File: src/rtl/serial_frame_pkg.sv
/*
  Shared constants for the serial command frame master: function codes,
  frame characters, check seeds, status codes, timing and the sequencer states.
  Assumes a single 40 MHz system clock.
*/
package serial_frame_pkg;

  // ----------------------------------------------------------------------
  // Clock and timing
  // ----------------------------------------------------------------------
  localparam int CLK_HZ           = 40_000_000;
  localparam int SILENT_MS        = 10;
  localparam int SILENT_CYC       = SILENT_MS * (CLK_HZ / 1000);
  localparam int RESP_TIMEOUT_MS  = 100;
  localparam int RESP_TIMEOUT_CYC = RESP_TIMEOUT_MS * (CLK_HZ / 1000);
  localparam int CNT_W            = 23;

  // ----------------------------------------------------------------------
  // Frame contents
  // ----------------------------------------------------------------------
  localparam logic [7:0]  FUNC_WR_SINGLE = 8'h06;
  localparam logic [7:0]  FUNC_WR_MULTI  = 8'h10;
  localparam logic [3:0]  MAX_WORDS      = 4'ha;
  localparam logic [7:0]  CHAR_START     = 8'h3a;
  localparam logic [7:0]  CHAR_CR        = 8'h0d;
  localparam logic [7:0]  CHAR_LF        = 8'h0a;
  localparam logic [7:0]  LRC_INIT       = 8'h00;
  localparam logic [15:0] CRC_INIT       = 16'hffff;
  localparam logic [15:0] CRC_POLY       = 16'ha001;
  localparam logic [3:0]  REPLY_LEN_ASC  = 4'h7;
  localparam logic [3:0]  REPLY_LEN_RTU  = 4'h8;
  localparam logic [3:0]  REPLY_ECHO_LEN = 4'h6;

  // ----------------------------------------------------------------------
  // Result codes and buffering
  // ----------------------------------------------------------------------
  localparam logic [2:0] ST_OK       = 3'h0;
  localparam logic [2:0] ST_CHECK    = 3'h1;
  localparam logic [2:0] ST_MISMATCH = 3'h2;
  localparam logic [2:0] ST_TIMEOUT  = 3'h3;
  localparam logic [2:0] ST_REFUSED  = 3'h4;
  localparam int         WORD_W      = 16;
  localparam int         FIFO_WORDS  = 32;

  typedef enum logic [5:0] {
    S_IDLE  = 6'h01,
    S_LEAD  = 6'h02,
    S_BODY  = 6'h04,
    S_CHECK = 6'h08,
    S_TAIL  = 6'h10,
    S_WAIT  = 6'h20
  } seq_state_t;

endpackage

File: src/rtl/word_fifo.sv
/*
  Synchronous word FIFO with a registered output stage.
  Assumes one clock and a synchronous active-high reset.
*/
`timescale 1ns/10ps
module word_fifo #(
  parameter int WIDTH = 16,
  parameter int DEPTH = 32
) (
  input  wire logic             clk_sys,   // System clock
  input  wire logic             rst,       // Synchronous reset
  input  wire logic             in_valid,  // Write word offered
  output logic                  in_ready,  // Room in storage
  input  wire logic [WIDTH-1:0] in_data,   // Write word
  output logic                  out_valid, // Head word present
  input  wire logic             out_ready, // Head word taken
  output logic      [WIDTH-1:0] out_data   // Head word, registered
);
  localparam int AW = $clog2(DEPTH);

  logic [WIDTH-1:0] mem [DEPTH];
  logic [AW-1:0]    wr_ptr;
  logic [AW-1:0]    rd_ptr;
  logic [AW:0]      used;
  logic             push;
  logic             load;

  assign in_ready = (used != (AW+1)'(DEPTH));
  assign push     = in_valid && in_ready;
  assign load     = (used != '0) && (!out_valid || out_ready);

  always_ff @(posedge clk_sys) begin
    if (push) begin
      mem[wr_ptr] <= in_data;
    end
  end

  always_ff @(posedge clk_sys) begin
    if (rst) begin
      wr_ptr <= '0;
      rd_ptr <= '0;
      used   <= '0;
    end else begin
      if (push) wr_ptr <= wr_ptr + 1'b1;
      if (load) rd_ptr <= rd_ptr + 1'b1;
      case ({push, load})
        2'b10:   used <= used + 1'b1;
        2'b01:   used <= used - 1'b1;
        default: used <= used;
      endcase
    end
  end

  // Output stage lets the consumer see data from a flip-flop
  always_ff @(posedge clk_sys) begin
    if (rst) begin
      out_valid <= 1'b0;
      out_data  <= '0;
    end else if (load) begin
      out_valid <= 1'b1;
      out_data  <= mem[rd_ptr];
    end else if (out_ready) begin
      out_valid <= 1'b0;
    end
  end

endmodule // word_fifo

File: src/rtl/frame_master.sv
/*
  Master side of the serial command protocol: builds write-single and
  write-multiple frames in ASCII or RTU framing, streams them as bytes to a
  character transmitter, and checks the slave's reply.
  Assumes a character UART outside on tx/rx byte ports, synchronous to clk_sys.
*/
`timescale 1ns/10ps
module frame_master
  import serial_frame_pkg::*;
#(
  parameter int SILENT_CYCLES = SILENT_CYC,
  parameter int RESP_CYCLES   = RESP_TIMEOUT_CYC,
  parameter int FIFO_DEPTH    = FIFO_WORDS
) (
  input  wire logic              clk_sys,     // 40 MHz clock
  input  wire logic              rst,         // Synchronous reset
  input  wire logic              cmd_valid,   // Command request
  output logic                   cmd_ready,   // Sequencer idle
  input  wire logic              cmd_ascii,   // 1 ASCII, 0 RTU
  input  wire logic              cmd_multi,   // 1 write multiple, 0 write single
  input  wire logic [7:0]        cmd_station, // Slave station address
  input  wire logic [15:0]       cmd_addr,    // Start data address
  input  wire logic [3:0]        cmd_words,   // Word count, multi only
  input  wire logic              wr_valid,    // Data word offered
  output logic                   wr_ready,    // FIFO has room
  input  wire logic [WORD_W-1:0] wr_data,     // Data word
  output logic                   tx_valid,    // Byte to transmitter
  input  wire logic              tx_ready,    // Transmitter takes byte
  output logic      [7:0]        tx_byte,     // Byte to send
  input  wire logic              rx_valid,    // Received byte strobe
  input  wire logic [7:0]        rx_byte,     // Received byte
  output logic                   done,        // Command finished pulse
  output logic      [2:0]        status       // Result code
);

  // ----------------------------------------------------------------------
  // Declarations
  // ----------------------------------------------------------------------
  seq_state_t        state;
  logic              ascii;
  logic              multi;
  logic [7:0]        station;
  logic [15:0]       addr;
  logic [3:0]        words;
  logic [4:0]        idx;
  logic              sub;
  logic [CNT_W-1:0]  gap_cnt;
  logic [7:0]        lrc;
  logic [15:0]       crc;
  logic [WORD_W-1:0] first_word;
  logic              f_valid;
  logic              f_ready;
  logic [WORD_W-1:0] f_data;
  logic              emit;
  logic              load;
  logic [7:0]        load_byte;
  logic              bin_done;
  logic [7:0]        cur;
  logic [7:0]        lrc_out;
  logic [4:0]        frame_len;
  logic              is_data;
  logic              is_lo;
  logic              data_ok;
  logic              gap_done;
  logic              accept;
  logic              words_ok;
  logic              rx_started;
  logic              rx_sub;
  logic              rx_cr;
  logic [3:0]        rx_hi;
  logic [3:0]        rx_cnt;
  logic              rx_bad;
  logic [7:0]        rx_lrc;
  logic [15:0]       rx_crc;
  logic [CNT_W-1:0]  rx_idle;
  logic [4:0]        rx_hex;
  logic              rx_bin_v;
  logic [7:0]        rx_bin;
  logic              asc_end;
  logic              rtu_end;
  logic              timeout;

  // ----------------------------------------------------------------------
  // Helpers
  // ----------------------------------------------------------------------
  function automatic logic [15:0] crc_byte(input logic [15:0] c_in, input logic [7:0] b);
    logic [15:0] c;
    c = c_in ^ {8'h00, b};
    for (int i = 0; i < 8; i++) begin
      c = c[0] ? ((c >> 1) ^ CRC_POLY) : (c >> 1);
    end
    return c;
  endfunction

  function automatic logic [7:0] hex_char(input logic [3:0] n);
    return (n < 4'ha) ? (8'h30 + {4'h0, n}) : (8'h37 + {4'h0, n});
  endfunction

  // Returns {valid, nibble}; lower case accepted as well
  function automatic logic [4:0] hex_val(input logic [7:0] c);
    if (c >= 8'h30 && c <= 8'h39) return {1'b1, 4'(c - 8'h30)};
    if (c >= 8'h41 && c <= 8'h46) return {1'b1, 4'(c - 8'h37)};
    if (c >= 8'h61 && c <= 8'h66) return {1'b1, 4'(c - 8'h57)};
    return 5'h00;
  endfunction

  // Binary byte i of the command; the reply echoes bytes 0..5
  function automatic logic [7:0] frame_byte(input logic [4:0] i, input logic [15:0] w);
    case (i)
      5'd0:    return station;
      5'd1:    return multi ? FUNC_WR_MULTI : FUNC_WR_SINGLE;
      5'd2:    return addr[15:8];
      5'd3:    return addr[7:0];
      5'd4:    return multi ? 8'h00 : w[15:8];
      5'd5:    return multi ? {4'h0, words} : w[7:0];
      5'd6:    return {3'h0, words, 1'b0};
      default: return i[0] ? w[15:8] : w[7:0];
    endcase
  endfunction

  // ----------------------------------------------------------------------
  // Data word buffer
  // ----------------------------------------------------------------------
  word_fifo #(
    .WIDTH (WORD_W),
    .DEPTH (FIFO_DEPTH)
  ) u_fifo (
    .clk_sys   (clk_sys),
    .rst       (rst),
    .in_valid  (wr_valid),
    .in_ready  (wr_ready),
    .in_data   (wr_data),
    .out_valid (f_valid),
    .out_ready (f_ready),
    .out_data  (f_data)
  );

  // ----------------------------------------------------------------------
  // Transmit byte selection
  // ----------------------------------------------------------------------
  assign cmd_ready = (state == S_IDLE);
  assign accept    = (state == S_IDLE) && cmd_valid;
  assign words_ok  = !cmd_multi || (cmd_words != 4'h0 && cmd_words <= MAX_WORDS);
  assign emit      = !tx_valid || tx_ready;
  assign frame_len = multi ? (5'd7 + {words, 1'b0}) : 5'd6;
  assign is_data   = multi ? (idx >= 5'd7) : (idx >= 5'd4);
  assign is_lo     = is_data && (multi ? !idx[0] : idx[0]);
  assign data_ok   = !is_data || f_valid;
  // Always_comb also wakes on the latched fields read inside the function
  always_comb begin
    cur = frame_byte(idx, f_data);
  end
  assign lrc_out   = ~lrc + 8'h01;
  assign gap_done  = (gap_cnt == CNT_W'(SILENT_CYCLES - 1));
  // Words leave the FIFO in order, one per low byte
  assign f_ready   = (state == S_BODY) && emit && data_ok && bin_done && is_lo;

  always_comb begin
    load      = 1'b0;
    load_byte = 8'h00;
    bin_done  = 1'b0;
    case (state)
      S_LEAD: begin
        load      = ascii;
        load_byte = CHAR_START;
      end
      S_BODY: begin
        load      = data_ok;
        load_byte = ascii ? hex_char(sub ? cur[3:0] : cur[7:4]) : cur;
        bin_done  = data_ok && (!ascii || sub);
      end
      S_CHECK: begin
        load = 1'b1;
        if (ascii) begin
          load_byte = hex_char(sub ? lrc_out[3:0] : lrc_out[7:4]);
        end else begin
          load_byte = sub ? crc[15:8] : crc[7:0];
        end
      end
      S_TAIL: begin
        load      = ascii;
        load_byte = sub ? CHAR_LF : CHAR_CR;
      end
      default: begin
        load = 1'b0;
      end
    endcase
  end

  always_ff @(posedge clk_sys) begin
    if (rst) begin
      tx_valid <= 1'b0;
      tx_byte  <= 8'h00;
    end else if (emit) begin
      tx_valid <= load;
      tx_byte  <= load_byte;
    end
  end

  // ----------------------------------------------------------------------
  // Command latch
  // ----------------------------------------------------------------------
  always_ff @(posedge clk_sys) begin
    if (rst) begin
      ascii   <= 1'b0;
      multi   <= 1'b0;
      station <= 8'h00;
      addr    <= 16'h0000;
      words   <= 4'h0;
    end else if (accept) begin
      ascii   <= cmd_ascii;
      multi   <= cmd_multi;
      station <= cmd_station;
      addr    <= cmd_addr;
      words   <= cmd_words;
    end
  end

  always_ff @(posedge clk_sys) begin
    if (rst) begin
      first_word <= '0;
    end else if (f_ready && !multi) begin
      first_word <= f_data;
    end
  end

  // ----------------------------------------------------------------------
  // Sequencer
  // ----------------------------------------------------------------------
  always_ff @(posedge clk_sys) begin
    if (rst) begin
      state <= S_IDLE;
      idx   <= 5'd0;
      sub   <= 1'b0;
    end else begin
      case (state)
        S_IDLE: begin
          idx <= 5'd0;
          sub <= 1'b0;
          if (accept && words_ok) state <= S_LEAD;
        end
        S_LEAD: begin
          if (ascii ? emit : gap_done) state <= S_BODY;
        end
        S_BODY: begin
          if (emit && load) begin
            if (ascii) sub <= ~sub;
            if (bin_done) begin
              idx <= idx + 5'd1;
              if (idx == frame_len - 5'd1) begin
                state <= S_CHECK;
                sub   <= 1'b0;
              end
            end
          end
        end
        S_CHECK: begin
          if (emit) begin
            sub <= ~sub;
            if (sub) state <= S_TAIL;
          end
        end
        S_TAIL: begin
          if (ascii ? (emit && sub) : gap_done) state <= S_WAIT;
          if (ascii && emit) sub <= ~sub;
        end
        S_WAIT: begin
          if (asc_end || rtu_end || timeout) state <= S_IDLE;
        end
        default: state <= S_IDLE;
      endcase
    end
  end

  // Trailing gap counts from the last byte handed over; UART shift time only adds silence
  always_ff @(posedge clk_sys) begin
    if (rst) begin
      gap_cnt <= '0;
    end else if (!ascii && (state == S_LEAD || (state == S_TAIL && !tx_valid))) begin
      gap_cnt <= gap_done ? '0 : gap_cnt + 1'b1;
    end else begin
      gap_cnt <= '0;
    end
  end

  // ----------------------------------------------------------------------
  // Transmit check accumulation
  // ----------------------------------------------------------------------
  always_ff @(posedge clk_sys) begin
    if (rst || accept) begin
      lrc <= LRC_INIT;
      crc <= CRC_INIT;
    end else if (state == S_BODY && emit && bin_done) begin
      lrc <= lrc + cur;
      crc <= crc_byte(crc, cur);
    end
  end

  // ----------------------------------------------------------------------
  // Reply receiver
  // ----------------------------------------------------------------------
  assign rx_hex   = hex_val(rx_byte);
  assign rx_bin_v = ascii ? (rx_valid && rx_started && !rx_cr && rx_hex[4] && rx_sub)
                          : rx_valid;
  assign rx_bin   = ascii ? {rx_hi, rx_hex[3:0]} : rx_byte;
  assign asc_end  = (state == S_WAIT) && ascii && rx_valid && rx_started && rx_cr
                    && rx_byte == CHAR_LF;
  assign rtu_end  = (state == S_WAIT) && !ascii && rx_started && !rx_valid
                    && rx_idle == CNT_W'(SILENT_CYCLES - 1);
  // A dropped command shows only as silence
  assign timeout  = (state == S_WAIT) && !rx_valid && !rtu_end
                    && rx_idle == CNT_W'(RESP_CYCLES - 1);

  always_ff @(posedge clk_sys) begin
    if (rst || state != S_WAIT) begin
      rx_started <= 1'b0;
      rx_sub     <= 1'b0;
      rx_cr      <= 1'b0;
      rx_hi      <= 4'h0;
      rx_idle    <= '0;
    end else begin
      rx_idle <= rx_valid ? '0 : rx_idle + 1'b1;
      if (rx_valid) begin
        if (!ascii) begin
          rx_started <= 1'b1;
        end else if (rx_byte == CHAR_START) begin
          rx_started <= 1'b1;
          rx_sub     <= 1'b0;
          rx_cr      <= 1'b0;
        end else if (rx_started && !rx_cr) begin
          if (rx_byte == CHAR_CR) begin
            rx_cr <= 1'b1;
          end else if (rx_hex[4]) begin
            rx_sub <= ~rx_sub;
            rx_hi  <= rx_hex[3:0];
          end
        end
      end
    end
  end

  // A fresh colon restarts the reply, dropping earlier noise
  always_ff @(posedge clk_sys) begin
    if (rst || state != S_WAIT || (ascii && rx_valid && rx_byte == CHAR_START)) begin
      rx_cnt <= 4'h0;
      rx_bad <= 1'b0;
      rx_lrc <= LRC_INIT;
      rx_crc <= CRC_INIT;
    end else begin
      if (ascii && rx_valid && rx_started) begin
        if (rx_cr ? (rx_byte != CHAR_LF) : (rx_byte == CHAR_CR ? rx_sub : !rx_hex[4])) begin
          rx_bad <= 1'b1;
        end
      end
      if (rx_bin_v) begin
        if (rx_cnt != 4'hf) rx_cnt <= rx_cnt + 4'h1;
        if (rx_cnt < REPLY_ECHO_LEN && rx_bin != frame_byte({1'b0, rx_cnt}, first_word)) begin
          rx_bad <= 1'b1;
        end
        rx_lrc <= rx_lrc + rx_bin;
        rx_crc <= crc_byte(rx_crc, rx_bin);
      end
    end
  end

  // ----------------------------------------------------------------------
  // Result
  // ----------------------------------------------------------------------
  always_ff @(posedge clk_sys) begin
    if (rst) begin
      done   <= 1'b0;
      status <= ST_OK;
    end else begin
      done <= 1'b0;
      if (accept && !words_ok) begin
        done   <= 1'b1;
        status <= ST_REFUSED;
      end else if (timeout) begin
        done   <= 1'b1;
        status <= ST_TIMEOUT;
      end else if (asc_end || rtu_end) begin
        done <= 1'b1;
        // Same framing and check style expected back
        if (rx_bad || rx_cnt != (ascii ? REPLY_LEN_ASC : REPLY_LEN_RTU)) begin
          status <= ST_MISMATCH;
        end else if (ascii ? (rx_lrc != 8'h00) : (rx_crc != 16'h0000)) begin
          status <= ST_CHECK;
        end else begin
          status <= ST_OK;
        end
      end
    end
  end

  // ----------------------------------------------------------------------
  // Assertions
  // ----------------------------------------------------------------------
  a_check_seed: assert property (@(posedge clk_sys) disable iff (rst)
    accept |=> crc == CRC_INIT && lrc == LRC_INIT)
    else $error("check registers not seeded at command start");
  a_lead_gap: assert property (@(posedge clk_sys) disable iff (rst)
    ($rose(state == S_BODY) && !ascii) |-> $past(gap_cnt) == CNT_W'(SILENT_CYCLES - 1))
    else $error("RTU frame started before the silent gap");
  a_tail_gap: assert property (@(posedge clk_sys) disable iff (rst)
    ($rose(state == S_WAIT) && !ascii) |-> $past(gap_cnt) == CNT_W'(SILENT_CYCLES - 1))
    else $error("RTU frame end without the silent gap");
  a_colon_first: assert property (@(posedge clk_sys) disable iff (rst)
    (state == S_LEAD && ascii && emit) |=> tx_valid && tx_byte == CHAR_START && state == S_BODY)
    else $error("ASCII frame does not open with a colon");
  a_cr_then_lf: assert property (@(posedge clk_sys) disable iff (rst)
    (state == S_TAIL && ascii && !sub && emit) |=> tx_byte == CHAR_CR && sub && state == S_TAIL)
    else $error("ASCII frame end is not CR before LF");
  a_crc_low_first: assert property (@(posedge clk_sys) disable iff (rst)
    (state == S_CHECK && !ascii && !sub && emit)
      |=> ({8'h00, tx_byte} == ($past(crc) & 16'h00ff)) && sub)
    else $error("CRC low byte not sent first");
  a_lrc_sent: assert property (@(posedge clk_sys) disable iff (rst)
    (state == S_CHECK && ascii && !sub && emit) |=> tx_byte == hex_char(lrc_out[7:4])
      && lrc_out + $past(lrc) == 8'h00)
    else $error("LRC character wrong");
  a_byte_count: assert property (@(posedge clk_sys) disable iff (rst)
    (state == S_BODY && multi && !ascii && idx == 5'd6 && emit) |=> tx_byte == {3'h0, words, 1'b0})
    else $error("byte count field wrong");
  a_word_limit: assert property (@(posedge clk_sys) disable iff (rst)
    (state != S_IDLE && multi) |-> words != 4'h0 && words <= MAX_WORDS)
    else $error("word count out of range in flight");
  a_pop_on_low: assert property (@(posedge clk_sys) disable iff (rst)
    f_ready |-> state == S_BODY && is_lo && f_valid)
    else $error("data word consumed off its low byte");
  a_reply_len: assert property (@(posedge clk_sys) disable iff (rst)
    (done && status == ST_OK) |-> rx_cnt == (ascii ? REPLY_LEN_ASC : REPLY_LEN_RTU))
    else $error("good reply of wrong length");

endmodule // frame_master

File: config.mk
export PLATFORM = sky130hd
export DESIGN_NAME = frame_master
export DESIGN_NICKNAME = d
export VERILOG_FILES = /design/src/rtl/serial_frame_pkg.sv /design/src/rtl/word_fifo.sv /design/src/rtl/frame_master.sv
export SDC_FILE = /design/constraint.sdc
export NUM_CORES = 1
export LEC_CHECK = 0
export BUFFER_PORTS_ARGS = -buffer_cell sky130_fd_sc_hd__buf_4
export CAP_MARGIN = 20
export CORE_UTILIZATION = 50
export DETAILED_ROUTE_END_ITERATION = 8
export GPL_ROUTABILITY_DRIVEN = 0
export PLACE_DENSITY = 0.66
export SLEW_MARGIN = 20
export SYNTH_ARGS = -nofsm -noshare
export SYNTH_HDL_FRONTEND = slang
export SYNTH_SLANG_ARGS = --single-unit
File: constraint.sdc
create_clock -name clk_sys -period 12.1 [get_ports clk_sys]
set_input_delay 2.42 -clock clk_sys [delete_from_list [all_inputs] [get_ports clk_sys]]
set_output_delay 2.42 -clock clk_sys [all_outputs]
set_load 0.1 [all_outputs]
## Word level (Yosys, flattened, before mapping)

Memory sizes are Yosys's and may differ from the RTL's. A register that Yosys moved wholly into a read port is not among the register bits.
Cells that the tools add are included.

- Memory bits (writable): 512
- Memories: 1
- Register bits: 194
- Output and inout port bits: 15

- $add $sub $neg: 20
- Equal/unequal tests: 45
- Bitwise gates (word level): 24
- Muxes and demuxes: 107
- $lt $le $gt $ge: 12
- Reduce and logical (&&, ||, !) cells: 94

Memory list:

| name | words | width | rd ports | clocked after memory_dff | write ports | line | RTL |
|---|---|---|---|---|---|---|---|
| u_fifo.mem | 32 | 16 | 1 | 1 | 1 | word_fifo.sv:21 | `logic [WIDTH-1:0] mem [DEPTH];` |

Operators by type and width:

| operator | number |
|---|---|
| 16-bit two-way mux | 16 |
| 8-bit case mux with 7 select lines | 2 |
| 8-bit two-way mux | 12 |
| 6-bit two-way mux | 9 |
| 5-bit two-way mux | 10 |
| 2-bit NOT with 3-bit output | 16 |
| 23-bit by 1-bit adder with 23-bit output (second input constant) | 2 |
| 23-bit by 19-bit equality test with 1-bit output (second input constant) | 2 |
| 1-bit logical AND | 43 |
| 1-bit two-way mux | 42 |
| 6-bit case mux with 6 select lines | 1 |
| 8-bit case mux with 4 select lines | 1 |
| 16-bit by 8-bit XOR with 16-bit output | 2 |
| 6-bit by 4-bit adder with 7-bit output (first input constant) | 4 |
| 23-bit by 22-bit equality test with 1-bit output (second input constant) | 1 |
| 2-bit != test (second input constant) | 10 |
| 8-bit adder | 2 |
| 8-bit by 4-bit equality test with 1-bit output (second input constant) | 2 |
| 8-bit by 7-bit greater-or-equal comparator with 1-bit output (second input constant) | 2 |
| 8-bit by 7-bit less-or-equal comparator with 1-bit output (second input constant) | 2 |
| 16-bit nonzero test | 1 |
| 5-bit by 1-bit adder with 5-bit output (second input constant) | 3 |
| 5-bit by 3-bit equality test with 1-bit output (second input constant) | 3 |
| 7-bit two-way mux | 2 |
| other kinds (61) | 112 |

## Longest topological paths before layout

Gate-level depths: netlist of the first run.

- Word-level depth: 27
- Gate-level depth with buffers: 20
- Depth with buffers taken out: 17

## Hierarchy

A second synthesis of the first run with hierarchy kept.

- Cells, all modules: 2394
- Area total of the unflattened synthesis: 31483.9 um^2

Modules (own cells, without submodules):

| module | cells an instance | area an instance (um^2) | times used |
|---|---|---|---|
| word_fifo | 1090 | 21160.3 | 1 |
| frame_master | 1304 | 10323.7 | 1 |

## Least setup slack after synthesis of the first run

Ideal clock, no wire load.

- Kind: input to register
- Start point: input port tx_ready
- End point: register u_fifo.used[5]
- Arrival: 5.693 ns
- Slack: 6.336 ns
- Stages: 16
- Library setup time: 0.070 ns
- Cells stage by stage: nand2b_1 > clkbuf_1 > nand3_1 > o31ai_1 > nor2b_1 > clkbuf_1 > clkbuf_1 > ha_1 > ha_1 > a21o_1 > a21oi_1 > o21bai_1 > a21oi_1 > xor2_1 > or3_1 > a21oi_1

- Cells in the longest elaborated chain, start to end: 9

RTL lines:

| element | line | RTL |
|---|---|---|
| from (decl) | frame_master.sv:28 | `input wire logic tx_ready,` |
| 1-bit logical OR (*) | frame_master.sv:144 | `assign emit = !tx_valid \|\| tx_ready;` |
| 1-bit logical AND (*) (4 in a row) | frame_master.sv:156 | `assign f_ready = (state == S_BODY) && emit && data_ok && bin_done && is_lo;` |
| 1-bit logical OR (*) | word_fifo.sv:30 | `assign load = (used != '0) && (!out_valid \|\| out_ready);` |
| 1-bit logical AND (*) | word_fifo.sv:30 |  |
| named net u_fifo.load | word_fifo.sv:26 | `logic load;` |
| 2-bit by 1-bit equality test with 1-bit output / 2-bit equality test (equally long branches) | word_fifo.sv:46 | `case ({push, load})` |
| 6-bit case mux with 2 select lines / 2-bit nonzero test (equally long branches) | - |  |
| to (signal assigned) | word_fifo.sv:47 | `2'b10: used <= used + 1'b1;` |
| to (signal assigned) | word_fifo.sv:48 | `2'b01: used <= used - 1'b1;` |
| to (signal assigned) | word_fifo.sv:49 | `default: used <= used;` |
| to (decl) | word_fifo.sv:24 | `logic [AW:0] used;` |

Mark *: on every way through the listed nets, which the timed path passes. The rest lies on a longest branch.
A chain may end at the register's enable or synchronous reset.

## Worst setup path in the final report of the first run

- Start point: input port tx_ready
- End point: register u_fifo.used[5]

- Cells in the longest elaborated chain, start to end: 9

RTL lines:

| element | line |
|---|---|
| 1-bit logical OR (*) | frame_master.sv:144 |
| 1-bit logical AND (*) (4 in a row) | frame_master.sv:156 |
| 1-bit logical OR (*) | word_fifo.sv:30 |
| 1-bit logical AND (*) | word_fifo.sv:30 |
| 2-bit by 1-bit equality test with 1-bit output / 2-bit equality test (equally long branches) | word_fifo.sv:46 |
| 6-bit case mux with 2 select lines / 2-bit nonzero test (equally long branches) | - |

Mark *: on every way between the ends. The rest lies on a longest branch, timed or not.

==> flow_metrics.py, run 1 <==
metrics = {
    "cts": {
        "clock_latency_ns": 0.62,
        "cts-root-buf": "clkbuf_16",
        "cts_sinks": 722,
        "cts_setup_buffers": 0,
        "cts_buffers": 76,
        "h-tree-depth": 3,
        "clk_pin_slew_ns": 0.06,
        "clk_path_buf_depth": 3,
        "hold_buffers": 0,
        "cts_tree": "done",
        "cts_resized": 0,
    },
    "final_layout": {
        "mostFrequentLayoutCell": "edfxtp_1",
        "drive_above_1_share_pct": 19.7,
        "final_cell_mix": "edfxtp_1 (512), nand2_1 (209), dfxtp_1 (206)",
        "syn_to_final_growth_pct": 13.1,
        "utilization_pct": 57.3,
        "multiInputGateArea_sq_um": 11100,
        "n_fill_cell": 4862,
        "num_antenna_cells": 0,
        "ff_latch_area_sq_um": 19600,
        "fin_nets": 2403,
    },
    "grt": {
        "gr-usage-all-layers_pct": 22.5,
        "grt_pass1_vias": 18596,
        "antenna_found_initial": 0,
        "grt_start_max_net_pins": 104,
        "grt-ovfl-total": 0,
        "grt_pass1_wl_um": 109000,
    },
    "floorplan": {
        "die_w_um": 252,
        "num_rows": 91,
        "coreArea_sq_um": 61700,
        "start_util_pct": 50.7,
        "ioPinCount": 75,
        "dieArea_sq_um": 63500,
        "die_y_um": 252,
    },
    "worst_setup_path": {
        "reg2reg_slack_ns": 6.76,
        "crit_path_max_incr_delay_ns": 0.72,
        "start_kind": "input pin",
        "crit_type": "input pin to flip-flop",
        "r2r_cells": 18,
        "path_delay_family": "simple AND/OR/NAND/NOR gates",
        "cp.required_ns": 12.63,
        "cp_common_cell": "a21oi_1",
        "arrival_ns": 6.26,
        "crit_slowest_cell": "nor2b_4",
        "crit_chain": "buf_4, nand2b_1, nand3_1, buf_4, o31ai_1, nor2b_4, ha_1, ha_1, a21o_1, a21oi_1, o21bai_1, a21oi_1, xor2_1, or3_1, a21oi_1",
        "end_kind": "flip-flop",
        "path_depth": 15,
        "crit_buf_inv": 2,
        "cp_max_fo": 38,
    },
    "synth": {
        "ys_ff_latch": 722,
        "ys.flop_type": "edfxtp_1",
        "syn-instance-count": 2221,
        "synthXorXnorAreaFrac_pct": 3.96,
        "synth_adder_area_share_pct": 1.91,
        "syn_avg_cell_area_sq_um": 14.1,
        "synth_top_family_by_area": "multiplexers",
        "synth_compound_area_share_pct": 6.37,
        "ys_seq_area_share_pct": 62.6,
        "ys_types": 89,
        "synth_area_sq_um": 31300,
        "synthArstFlopShare_pct": 0,
        "yosys-mux-area-fraction_pct": 13.7,
        "synth_edf_count": 512,
        "syn_nets": 2327,
        "yosys.area_share.simple_pct": 9.31,
        "synth_warnings": 0,
    },
    "sta": {
        "worst_pin_slew_ns": 0.996,
        "fmax_ghz": 0.174,
        "setup_slack_ns": 6.37,
        "rsz0062_at_grt": "no",
        "slew_viol_final": 0,
        "fin_skew_ns": 0.0175,
        "tns_ns": 0,
        "layout_min_cycle_time_ns": 5.73,
        "post-route-period-util_pct": 47.4,
        "maxSlewHeadroom_pct": 33.5,
        "setup_violations": 0,
        "final-hold-violation-count": 0,
    },
    "routing": {
        "drcViolationCount": 0,
        "viasPerCell": 5.86,
        "first_iter_violations": 1634,
        "vias": 18714,
        "wl_per_cell_um": 22.1,
        "finalWirelength_um": 70700,
        "dr.pass1.iters": 5,
        "ant_nets": 0,
    },
    "placement": {
        "port_buffers": 74,
        "hpwl_um": 44000,
        "place_ws_ns": 5.78,
    },
    "outcome": {
        "outcome": "finished, final reports clean",
    },
    "worst_hold_path": {
        "min_path_type": "flip-flop to flip-flop",
        "worstHoldPathCells": 1,
    },
    "power_and_ir_drop": {
        "powerDensity_nw_per_um2": 186,
        "vdd_drop_max_uv": 131,
        "leakage_uw": 0.0118,
    },
    "flow_run": {
        "maxCapViolCount": 0,
    },
}
metrics by stage:
stage	hold slack [ns]	std cells	power, uW	area, sq um
4_1_cts	0.462	3194	6620	35400
3_3_place_gp	0.429	3055	4280	32800
6_report	0.455	3195	6560	35400
2_1_floorplan	0.418	2221	3940	31300
3_5_place_dp	0.452	3055	4320	32800
5_1_grt	0.479	3195	6830	35400
worst reg2reg max path: stages, from the launching register on:
cell and delay [ns]:
dfxtp_1 0.54, ha_1 0.50, nand2b_1 0.22, a21oi_1 0.24, a21oi_1 0.16, nor2_1 0.15
nand3_1 0.09, buf_4 0.25, o31ai_1 0.35, nor2b_4 0.72, ha_1 0.43, ha_1 0.29
a21o_1 0.18, a21oi_1 0.27, o21bai_1 0.12, a21oi_1 0.19, xor2_1 0.10, or3_1 0.31
a21oi_1 0.15
path summary, 6_finish.rpt:
check / start / endpoint
max: tx_ready / u_fifo.used[5]
min reg2reg: gap_cnt[0] / gap_cnt[0]
min: gap_cnt[0] / gap_cnt[0]
max reg2reg: idx[0] / u_fifo.used[5]
cell type report:
type,instances,area share [%]
Multi-Input combinational cell,1330,31.4
Timing Repair Buffer,124,2.67
Inverter,43,0.456
Sequential cell,722,55.4
Tap cell,837,2.96
Clock inverter,45,1.33
Clock buffer,94,5.78
layer usage:
layer / GRT usage (%) / routed length, um / vias up
li1: - / - / 8575
met1: 30.0 / 29900 / 9452
met2: 38.2 / 35300 / 568
met3: 3.36 / 3830 / 119
met4: 7.08 / 1730 / 0
met5: 0 / 0 / -
cells by family after synthesis:
kind of cell,after synthesis
xor gates and xnor gates,133
buffers and inverters,169
muxes,228
adders and majority gates,46
AOI/OAI and AO/OA,295
DFF,722
and+or+nand+nor,628
synth_stat cells (12+ instances only):
| cell | number | area [sq um] |
|---|---|---|
| o21ai_0 | 33 | 165 |
| nor3_1 | 21 | 105 |
| nor2_1 | 208 | 781 |
| a22oi_1 | 12 | 90.1 |
| and3_1 | 14 | 87.6 |
| mux2i_1 | 60 | 601 |
| nor4_1 | 16 | 100 |
| nand3b_1 | 12 | 90.1 |
| clkbuf_1 | 100 | 375 |
| a21oi_1 | 109 | 546 |
| nand3_1 | 45 | 225 |
| ha_1 | 43 | 538 |
| nand2_1 | 210 | 788 |
| nand4_1 | 23 | 144 |
| mux4_2 | 160 | 3600 |
| a211oi_1 | 26 | 195 |
| inv_1 | 42 | 158 |
| o211ai_1 | 20 | 150 |
| edfxtp_1 | 512 | 15400 |
| xnor2_1 | 75 | 657 |
| buf_1 | 22 | 82.6 |
| xor2_1 | 52 | 455 |
| dfxtp_1 | 210 | 4200 |
| or3_1 | 14 | 87.6 |
flip-flops by register name (all words and copies together), names as in the netlist, 8 cells and up:
| register | count |
|---|---|
| u_fifo.mem | 512 |
| gap_cnt | 23 |
| rx_idle | 23 |
| addr | 16 |
| crc | 16 |
| first_word | 16 |
| rx_crc | 16 |
| u_fifo.out_data | 16 |
| lrc | 8 |
| rx_lrc | 8 |
| station | 8 |
| tx_byte | 8 |
report_power, final:
group / total [uW] / leakage (uW) / switching [uW] / internal [uW]
clock: 2300 / 0.00122 / 961 / 1340
combinational: 1400 / 0.00424 / 758 / 639
sequential: 2860 / 0.00632 / 123 / 2740
Power figures use the tool's default switching activity.
==> run 2: changes to the inputs <==
==> constraint.sdc (replaced) <==
create_clock -name clk_sys -period 5.4 [get_ports clk_sys]
set_input_delay 1.08 -clock clk_sys [delete_from_list [all_inputs] [get_ports clk_sys]]
set_output_delay 1.08 -clock clk_sys [all_outputs]
set_load 0.1 [all_outputs]
==> run 2 against run 1 <==
Power grew 130%. Clock power grew 130%. Non-clock buffer count grew 8. Sequential power grew 130%. Final cell count grew 0.19%. Critical path depth grew 2. Count of clock-buffer cells in the layout grew 2. Die area is the same. Core utilization grew 0.28 points. Largest cell class unchanged. Highest routed layer unchanged.
==> flow_metrics.py, run 2 (synthesized netlist as in run 1, its figures left out) <==
metrics = {
    "outcome": {
        "outcome": "finished, final reports clean",
    },
    "final_layout": {
        "top_regs": "u_fifo.mem (512), gap_cnt (23), rx_idle (23)",
        "syn_to_final_growth_pct": 13.7,
        "stdcell_area_sq_um": 35500,
        "fin_nets": 2410,
        "stdcell_count": 3201,
        "final_cell_mix": "edfxtp_1 (512), nand2_1 (210), dfxtp_1 (206)",
        "drive_above_1_share_pct": 20.2,
        "utilization_pct": 57.6,
        "mostFrequentLayoutCell": "edfxtp_1",
        "largest_reg_flops": 512,
        "num_antenna_cells": 0,
        "top_register": "u_fifo.mem",
    },
    "cts": {
        "cts_setup_buffers": 0,
        "cts-root-buf": "clkbuf_16",
        "h-tree-depth": 3,
        "cts_tree": "done",
        "hold_buffers": 0,
        "cts_resized": 0,
        "clk_pin_slew_ns": 0.06,
        "cts_buffers": 75,
        "clock_latency_ns": 0.64,
        "cts_sinks": 722,
        "clk_path_buf_depth": 3,
    },
    "routing": {
        "wl_per_cell_um": 22.3,
        "first_iter_violations": 1514,
        "ant_nets": 0,
        "drcViolationCount": 0,
        "dr.pass1.iters": 6,
        "finalWirelength_um": 71400,
        "viasPerCell": 5.90,
        "vias": 18879,
    },
    "sta": {
        "tns_ns": 0,
        "fin_skew_ns": 0.0442,
        "setup_violations": 0,
        "fmax_ghz": 0.228,
        "worst_pin_slew_ns": 0.981,
        "maxSlewHeadroom_pct": 34.4,
        "rsz0062_at_grt": "no",
        "layout_min_cycle_time_ns": 4.39,
        "slew_viol_final": 0,
        "post-route-period-util_pct": 81.2,
        "final-hold-violation-count": 0,
    },
    "power_and_ir_drop": {
        "powerDensity_nw_per_um2": 420,
        "pwr-share-seq_pct": 43.2,
        "vdd_drop_max_uv": 309,
        "p_sw_share_pct": 28.0,
        "clockPowerShare_pct": 35.9,
        "leakage_uw": 0.0119,
        "switching_power_uw": 4180,
        "p_int_uw": 10800,
        "p_total_uw": 14900,
        "p_comb_share_pct": 20.9,
    },
    "worst_setup_path": {
        "arrival_ns": 4.91,
        "cp_max_fo": 12,
        "crit_path_max_incr_delay_ns": 0.59,
        "crit_slowest_cell": "o31ai_1",
        "start_kind": "flip-flop",
        "cp.required_ns": 5.93,
        "crit_buf_inv": 0,
        "end_kind": "flip-flop",
        "r2r-start": "idx[1]",
        "cp_common_cell": "a21oi_1",
        "path_delay_family": "compound AO/OA/AOI/OAI gates",
        "cp-startpoint": "idx[1]",
        "crit_type": "flip-flop to flip-flop",
        "crit_chain": "ha_1, nand2b_1, a21oi_1, a21oi_1, nor2_1, nand3_1, o31ai_1, nor2b_4, ha_1, ha_1, a21o_1, a21oi_1, o21bai_1, a21oi_1, xor2_1, or3_1, a21oi_1",
    },
    "flow_run": {
        "maxCapViolCount": 0,
    },
    "floorplan": {
        "die_y_um": 252,
        "num_rows": 91,
        "die_w_um": 252,
        "ioPinCount": 75,
        "coreArea_sq_um": 61700,
        "dieArea_sq_um": 63500,
        "start_util_pct": 50.7,
    },
    "worst_hold_path": {
        "min-delay-start": "gap_cnt[0]",
        "min_path_type": "flip-flop to flip-flop",
    },
    "grt": {
        "antenna_found_initial": 0,
        "grt-ovfl-total": 0,
        "gr-usage-all-layers_pct": 22.7,
        "grt_pass1_wl_um": 110000,
        "grt_start_max_net_pins": 60,
        "grt_pass1_vias": 18784,
    },
    "placement": {
        "port_buffers": 74,
        "hpwl_um": 45200,
        "dpl-instance-area_sq_um": 32900,
        "placed_cells": 3064,
    },
}
-- run 2: layout make-up --
type / count / area, sq um
Sequential cell: 722 / 19600
Clock buffer: 96 / 2010
Multi-Input combinational cell: 1330 / 11100
Fill cell: 4832 / 26200
Inverter: 43 / 161
Tap cell: 837 / 1050
Timing Repair Buffer: 132 / 1030
Clock inverter: 41 / 591
-- run 2: worst paths after layout --
path,end,slack [ns],cells past startpoint
min,gap_cnt[0],0.45,1
min reg2reg,gap_cnt[0],0.45,1
max reg2reg,u_fifo.used[5],1.01,17
max,u_fifo.used[5],1.01,17
-- run 2: power by group through the flow --
stage	clock network (uW)	logic (uW)	registers (uW)
finish	5370	3120	6460
global route	5670	3390	6490
CTS	5460	3140	6460
detailed placement	0	3120	6580
global placement	0	3070	6570
floorplan	0	2440	6380
-- run 2: per-stage QoR --
stage	worst slack, ns	hold slack, ns
6_report	1.01	0.449
5_1_grt	0.691	0.460
4_1_cts	1.08	0.454
3_5_place_dp	0.854	0.446
3_3_place_gp	0.983	0.427
2_1_floorplan	0.899	0.418
-- run 2: metal layers --
| layer | vias up | track usage, % | part of all wire, % |
|---|---|---|---|
| met5 | - | 0 | 0 |
| met3 | 139 | 3.59 | 5.6 |
| met2 | 611 | 38.2 | 49 |
| met4 | 0 | 7.26 | 2.6 |
| met1 | 9527 | 30.3 | 43 |
| li1 | 8602 | - | - |
==> run 3: changes to the inputs <==
--- a/config.mk
+++ b/config.mk
@@ -10,7 +10,7 @@
 export CORE_UTILIZATION = 50
 export DETAILED_ROUTE_END_ITERATION = 8
 export GPL_ROUTABILITY_DRIVEN = 0
-export PLACE_DENSITY = 0.66
+export PLACE_DENSITY = 0.69
 export SLEW_MARGIN = 20
 export SYNTH_ARGS = -nofsm -noshare
 export SYNTH_HDL_FRONTEND = slang
==> constraint.sdc (replaced) <==
create_clock -name clk_sys -period 3.85 [get_ports clk_sys]
set_input_delay 0.77 -clock clk_sys [delete_from_list [all_inputs] [get_ports clk_sys]]
set_output_delay 0.77 -clock clk_sys [all_outputs]
set_load 0.1 [all_outputs]
==> run 3 against run 2 <==
Clock power rose by 25%. Non-clock buffer count is 60 higher. Hold slack got worse by 0.052 ns. Global-route usage grew 0.89 points. Die area stayed put. Power up 37%. Critical path type unchanged. Sequential share of layout area fell by 0.25 points. Worst setup slack got worse by 0.90 ns. Via count increased by 1.2%.
==> flow_metrics.py, run 3 (synthesized netlist as in run 1, its figures left out) <==
metrics = {
    "outcome": {
        "outcome": "finished, final reports clean",
    },
    "worst_setup_path": {
        "arrival_ns": 4.23,
        "r2r_cells": 12,
        "cp.required_ns": 4.34,
        "start_kind": "flip-flop",
        "cp_max_fo": 6,
        "r2r-start": "idx[0]",
        "crit_slowest_cell": "or4_4",
        "reg2reg_to": "crc[0]",
        "crit_chain": "inv_1, ha_2, or3_4, o21ai_4, or4_4, a211oi_4, xor3_2, xnor3_1, xnor3_2, xnor2_1, or4_1, o311a_1",
        "crit_type": "flip-flop to flip-flop",
        "crit_buf_inv": 1,
        "path_delay_family": "simple AND/OR/NAND/NOR gates",
        "reg2reg_slack_ns": 0.12,
        "end_kind": "flip-flop",
        "crit_path_max_incr_delay_ns": 0.56,
    },
    "grt": {
        "grt-ovfl-total": 0,
        "grt_pass1_vias": 18905,
        "gr-usage-all-layers_pct": 23.6,
        "grt_pass1_wl_um": 113000,
        "grt_start_max_net_pins": 61,
        "antenna_found_initial": 3,
    },
    "floorplan": {
        "coreArea_sq_um": 61700,
        "start_util_pct": 50.7,
        "die_y_um": 252,
        "ioPinCount": 75,
        "die_w_um": 252,
        "num_rows": 91,
        "dieArea_sq_um": 63500,
    },
    "final_layout": {
        "final_cell_mix": "edfxtp_1 (512), nand2_1 (210), dfxtp_1 (203)",
        "ff_latch_area_sq_um": 19600,
        "drive_above_1_share_pct": 21.4,
        "fin_nets": 2468,
        "top_register": "u_fifo.mem",
        "mostFrequentLayoutCell": "edfxtp_1",
        "top_regs": "u_fifo.mem (512), gap_cnt (23), rx_idle (23)",
        "syn_to_final_growth_pct": 14.2,
        "multiInputGateArea_sq_um": 11100,
        "largest_reg_flops": 512,
        "num_antenna_cells": 0,
        "n_fill_cell": 4797,
        "utilization_pct": 57.9,
    },
    "sta": {
        "final-hold-violation-count": 0,
        "post-route-period-util_pct": 97.0,
        "layout_min_cycle_time_ns": 3.73,
        "slew_viol_final": 0,
        "worst_pin_slew_ns": 0.942,
        "maxSlewHeadroom_pct": 37.0,
        "setup_violations": 0,
        "rsz0062_at_grt": "no",
        "fmax_ghz": 0.268,
        "fin_skew_ns": 0.0340,
        "tns_ns": 0,
    },
    "cts": {
        "cts_tree": "done",
        "cts_sinks": 722,
        "h-tree-depth": 3,
        "cts_buffers": 73,
        "clock_latency_ns": 0.64,
        "hold_buffers": 0,
        "cts-root-buf": "clkbuf_16",
        "clk_pin_slew_ns": 0.06,
        "clk_path_buf_depth": 3,
    },
    "routing": {
        "dr.pass1.iters": 7,
        "finalWirelength_um": 73700,
        "drcViolationCount": 0,
        "viasPerCell": 5.87,
        "ant_nets": 0,
        "vias": 19108,
        "first_iter_violations": 1976,
        "wl_per_cell_um": 22.7,
    },
    "placement": {
        "hpwl_um": 46800,
        "port_buffers": 74,
    },
    "power_and_ir_drop": {
        "leakage_uw": 0.0120,
        "p_total_uw": 20500,
        "vdd_drop_max_uv": 464,
        "powerDensity_nw_per_um2": 573,
    },
    "worst_hold_path": {
        "worstHoldPathCells": 3,
        "min_path_type": "input pin to flip-flop",
        "hold-path-endpoint": "station[4]",
        "min-delay-start": "cmd_station[4]",
    },
    "flow_run": {
        "maxCapViolCount": 0,
    },
}
## run 3: worst max path at each step
stage                          start   endpoint  slack, ns  depth (start not counted)
after detailed placement  rx_byte[0]  rx_lrc[7]       0.04                         19
after CTS                     idx[1]     crc[0]       0.02                         12
after global placement    rx_byte[0]  rx_lrc[7]       0.09                         19
after floorplan               idx[0]     crc[0]      -0.02                         15
after global routing          idx[1]     crc[0]      0.002                         12
final                         idx[0]     crc[0]       0.12                         12
## run 3: worst register-to-register path: stages, from the launching register on
cell and delay [ns]:
dfxtp_2 0.34, inv_1 0.13, ha_2 0.28, or3_4 0.20, o21ai_4 0.09, or4_4 0.56
a211oi_4 0.26, xor3_2 0.32, xnor3_1 0.23, xnor3_2 0.43, xnor2_1 0.18, or4_1 0.43
o311a_1 0.14
## run 3: what timing repair did
item                                    4_1_cts  5_1_grt
hold endpoints to repair                      0        0
resized for setup                             0       10
buffers inserted                              0        4
endpoints found under the setup margin        0        4
## run 3: where the power goes
| part | leakage, uW | internal [uW] | switching, uW |
|---|---|---|---|
| combinational | 0.00461 | 2230 | 2570 |
| clock | 0.00109 | 3770 | 2940 |
| sequential | 0.00632 | 8600 | 361 |
| total | 0.0120 | 14600 | 5870 |
## run 3: through the flow
stage	setup WS, ns	cells	cell area (sq um)	hold slack (ns)
floorplan	-0.0164	2221	31300	0.418
global placement	0.0932	3120	33400	0.427
detailed placement	0.0417	3120	33400	0.453
CTS	0.0151	3249	35600	0.372
global route	0.00234	3253	35700	0.387
finish	0.116	3253	35700	0.397
## run 3: per-layer routing
| metal | track usage (%) | part of all wire [%] | vias to the layer above |
|---|---|---|---|
| li1 | - | - | 8713 |
| met1 | 31.5 | 41 | 9538 |
| met2 | 39.1 | 49 | 714 |
| met3 | 5.23 | 7.7 | 137 |
| met4 | 6.49 | 2.5 | 6 |
| met5 | 0 | 0.049 | - |
## run 3: area by class of cell
type                            instances  area share (%)
Clock buffer                           95            5.40
Clock inverter                         34           0.848
Inverter                               43           0.452
Multi-Input combinational cell       1330            31.2
Sequential cell                       722            54.9
Tap cell                              837            2.93
Timing Repair Buffer                  192            4.33
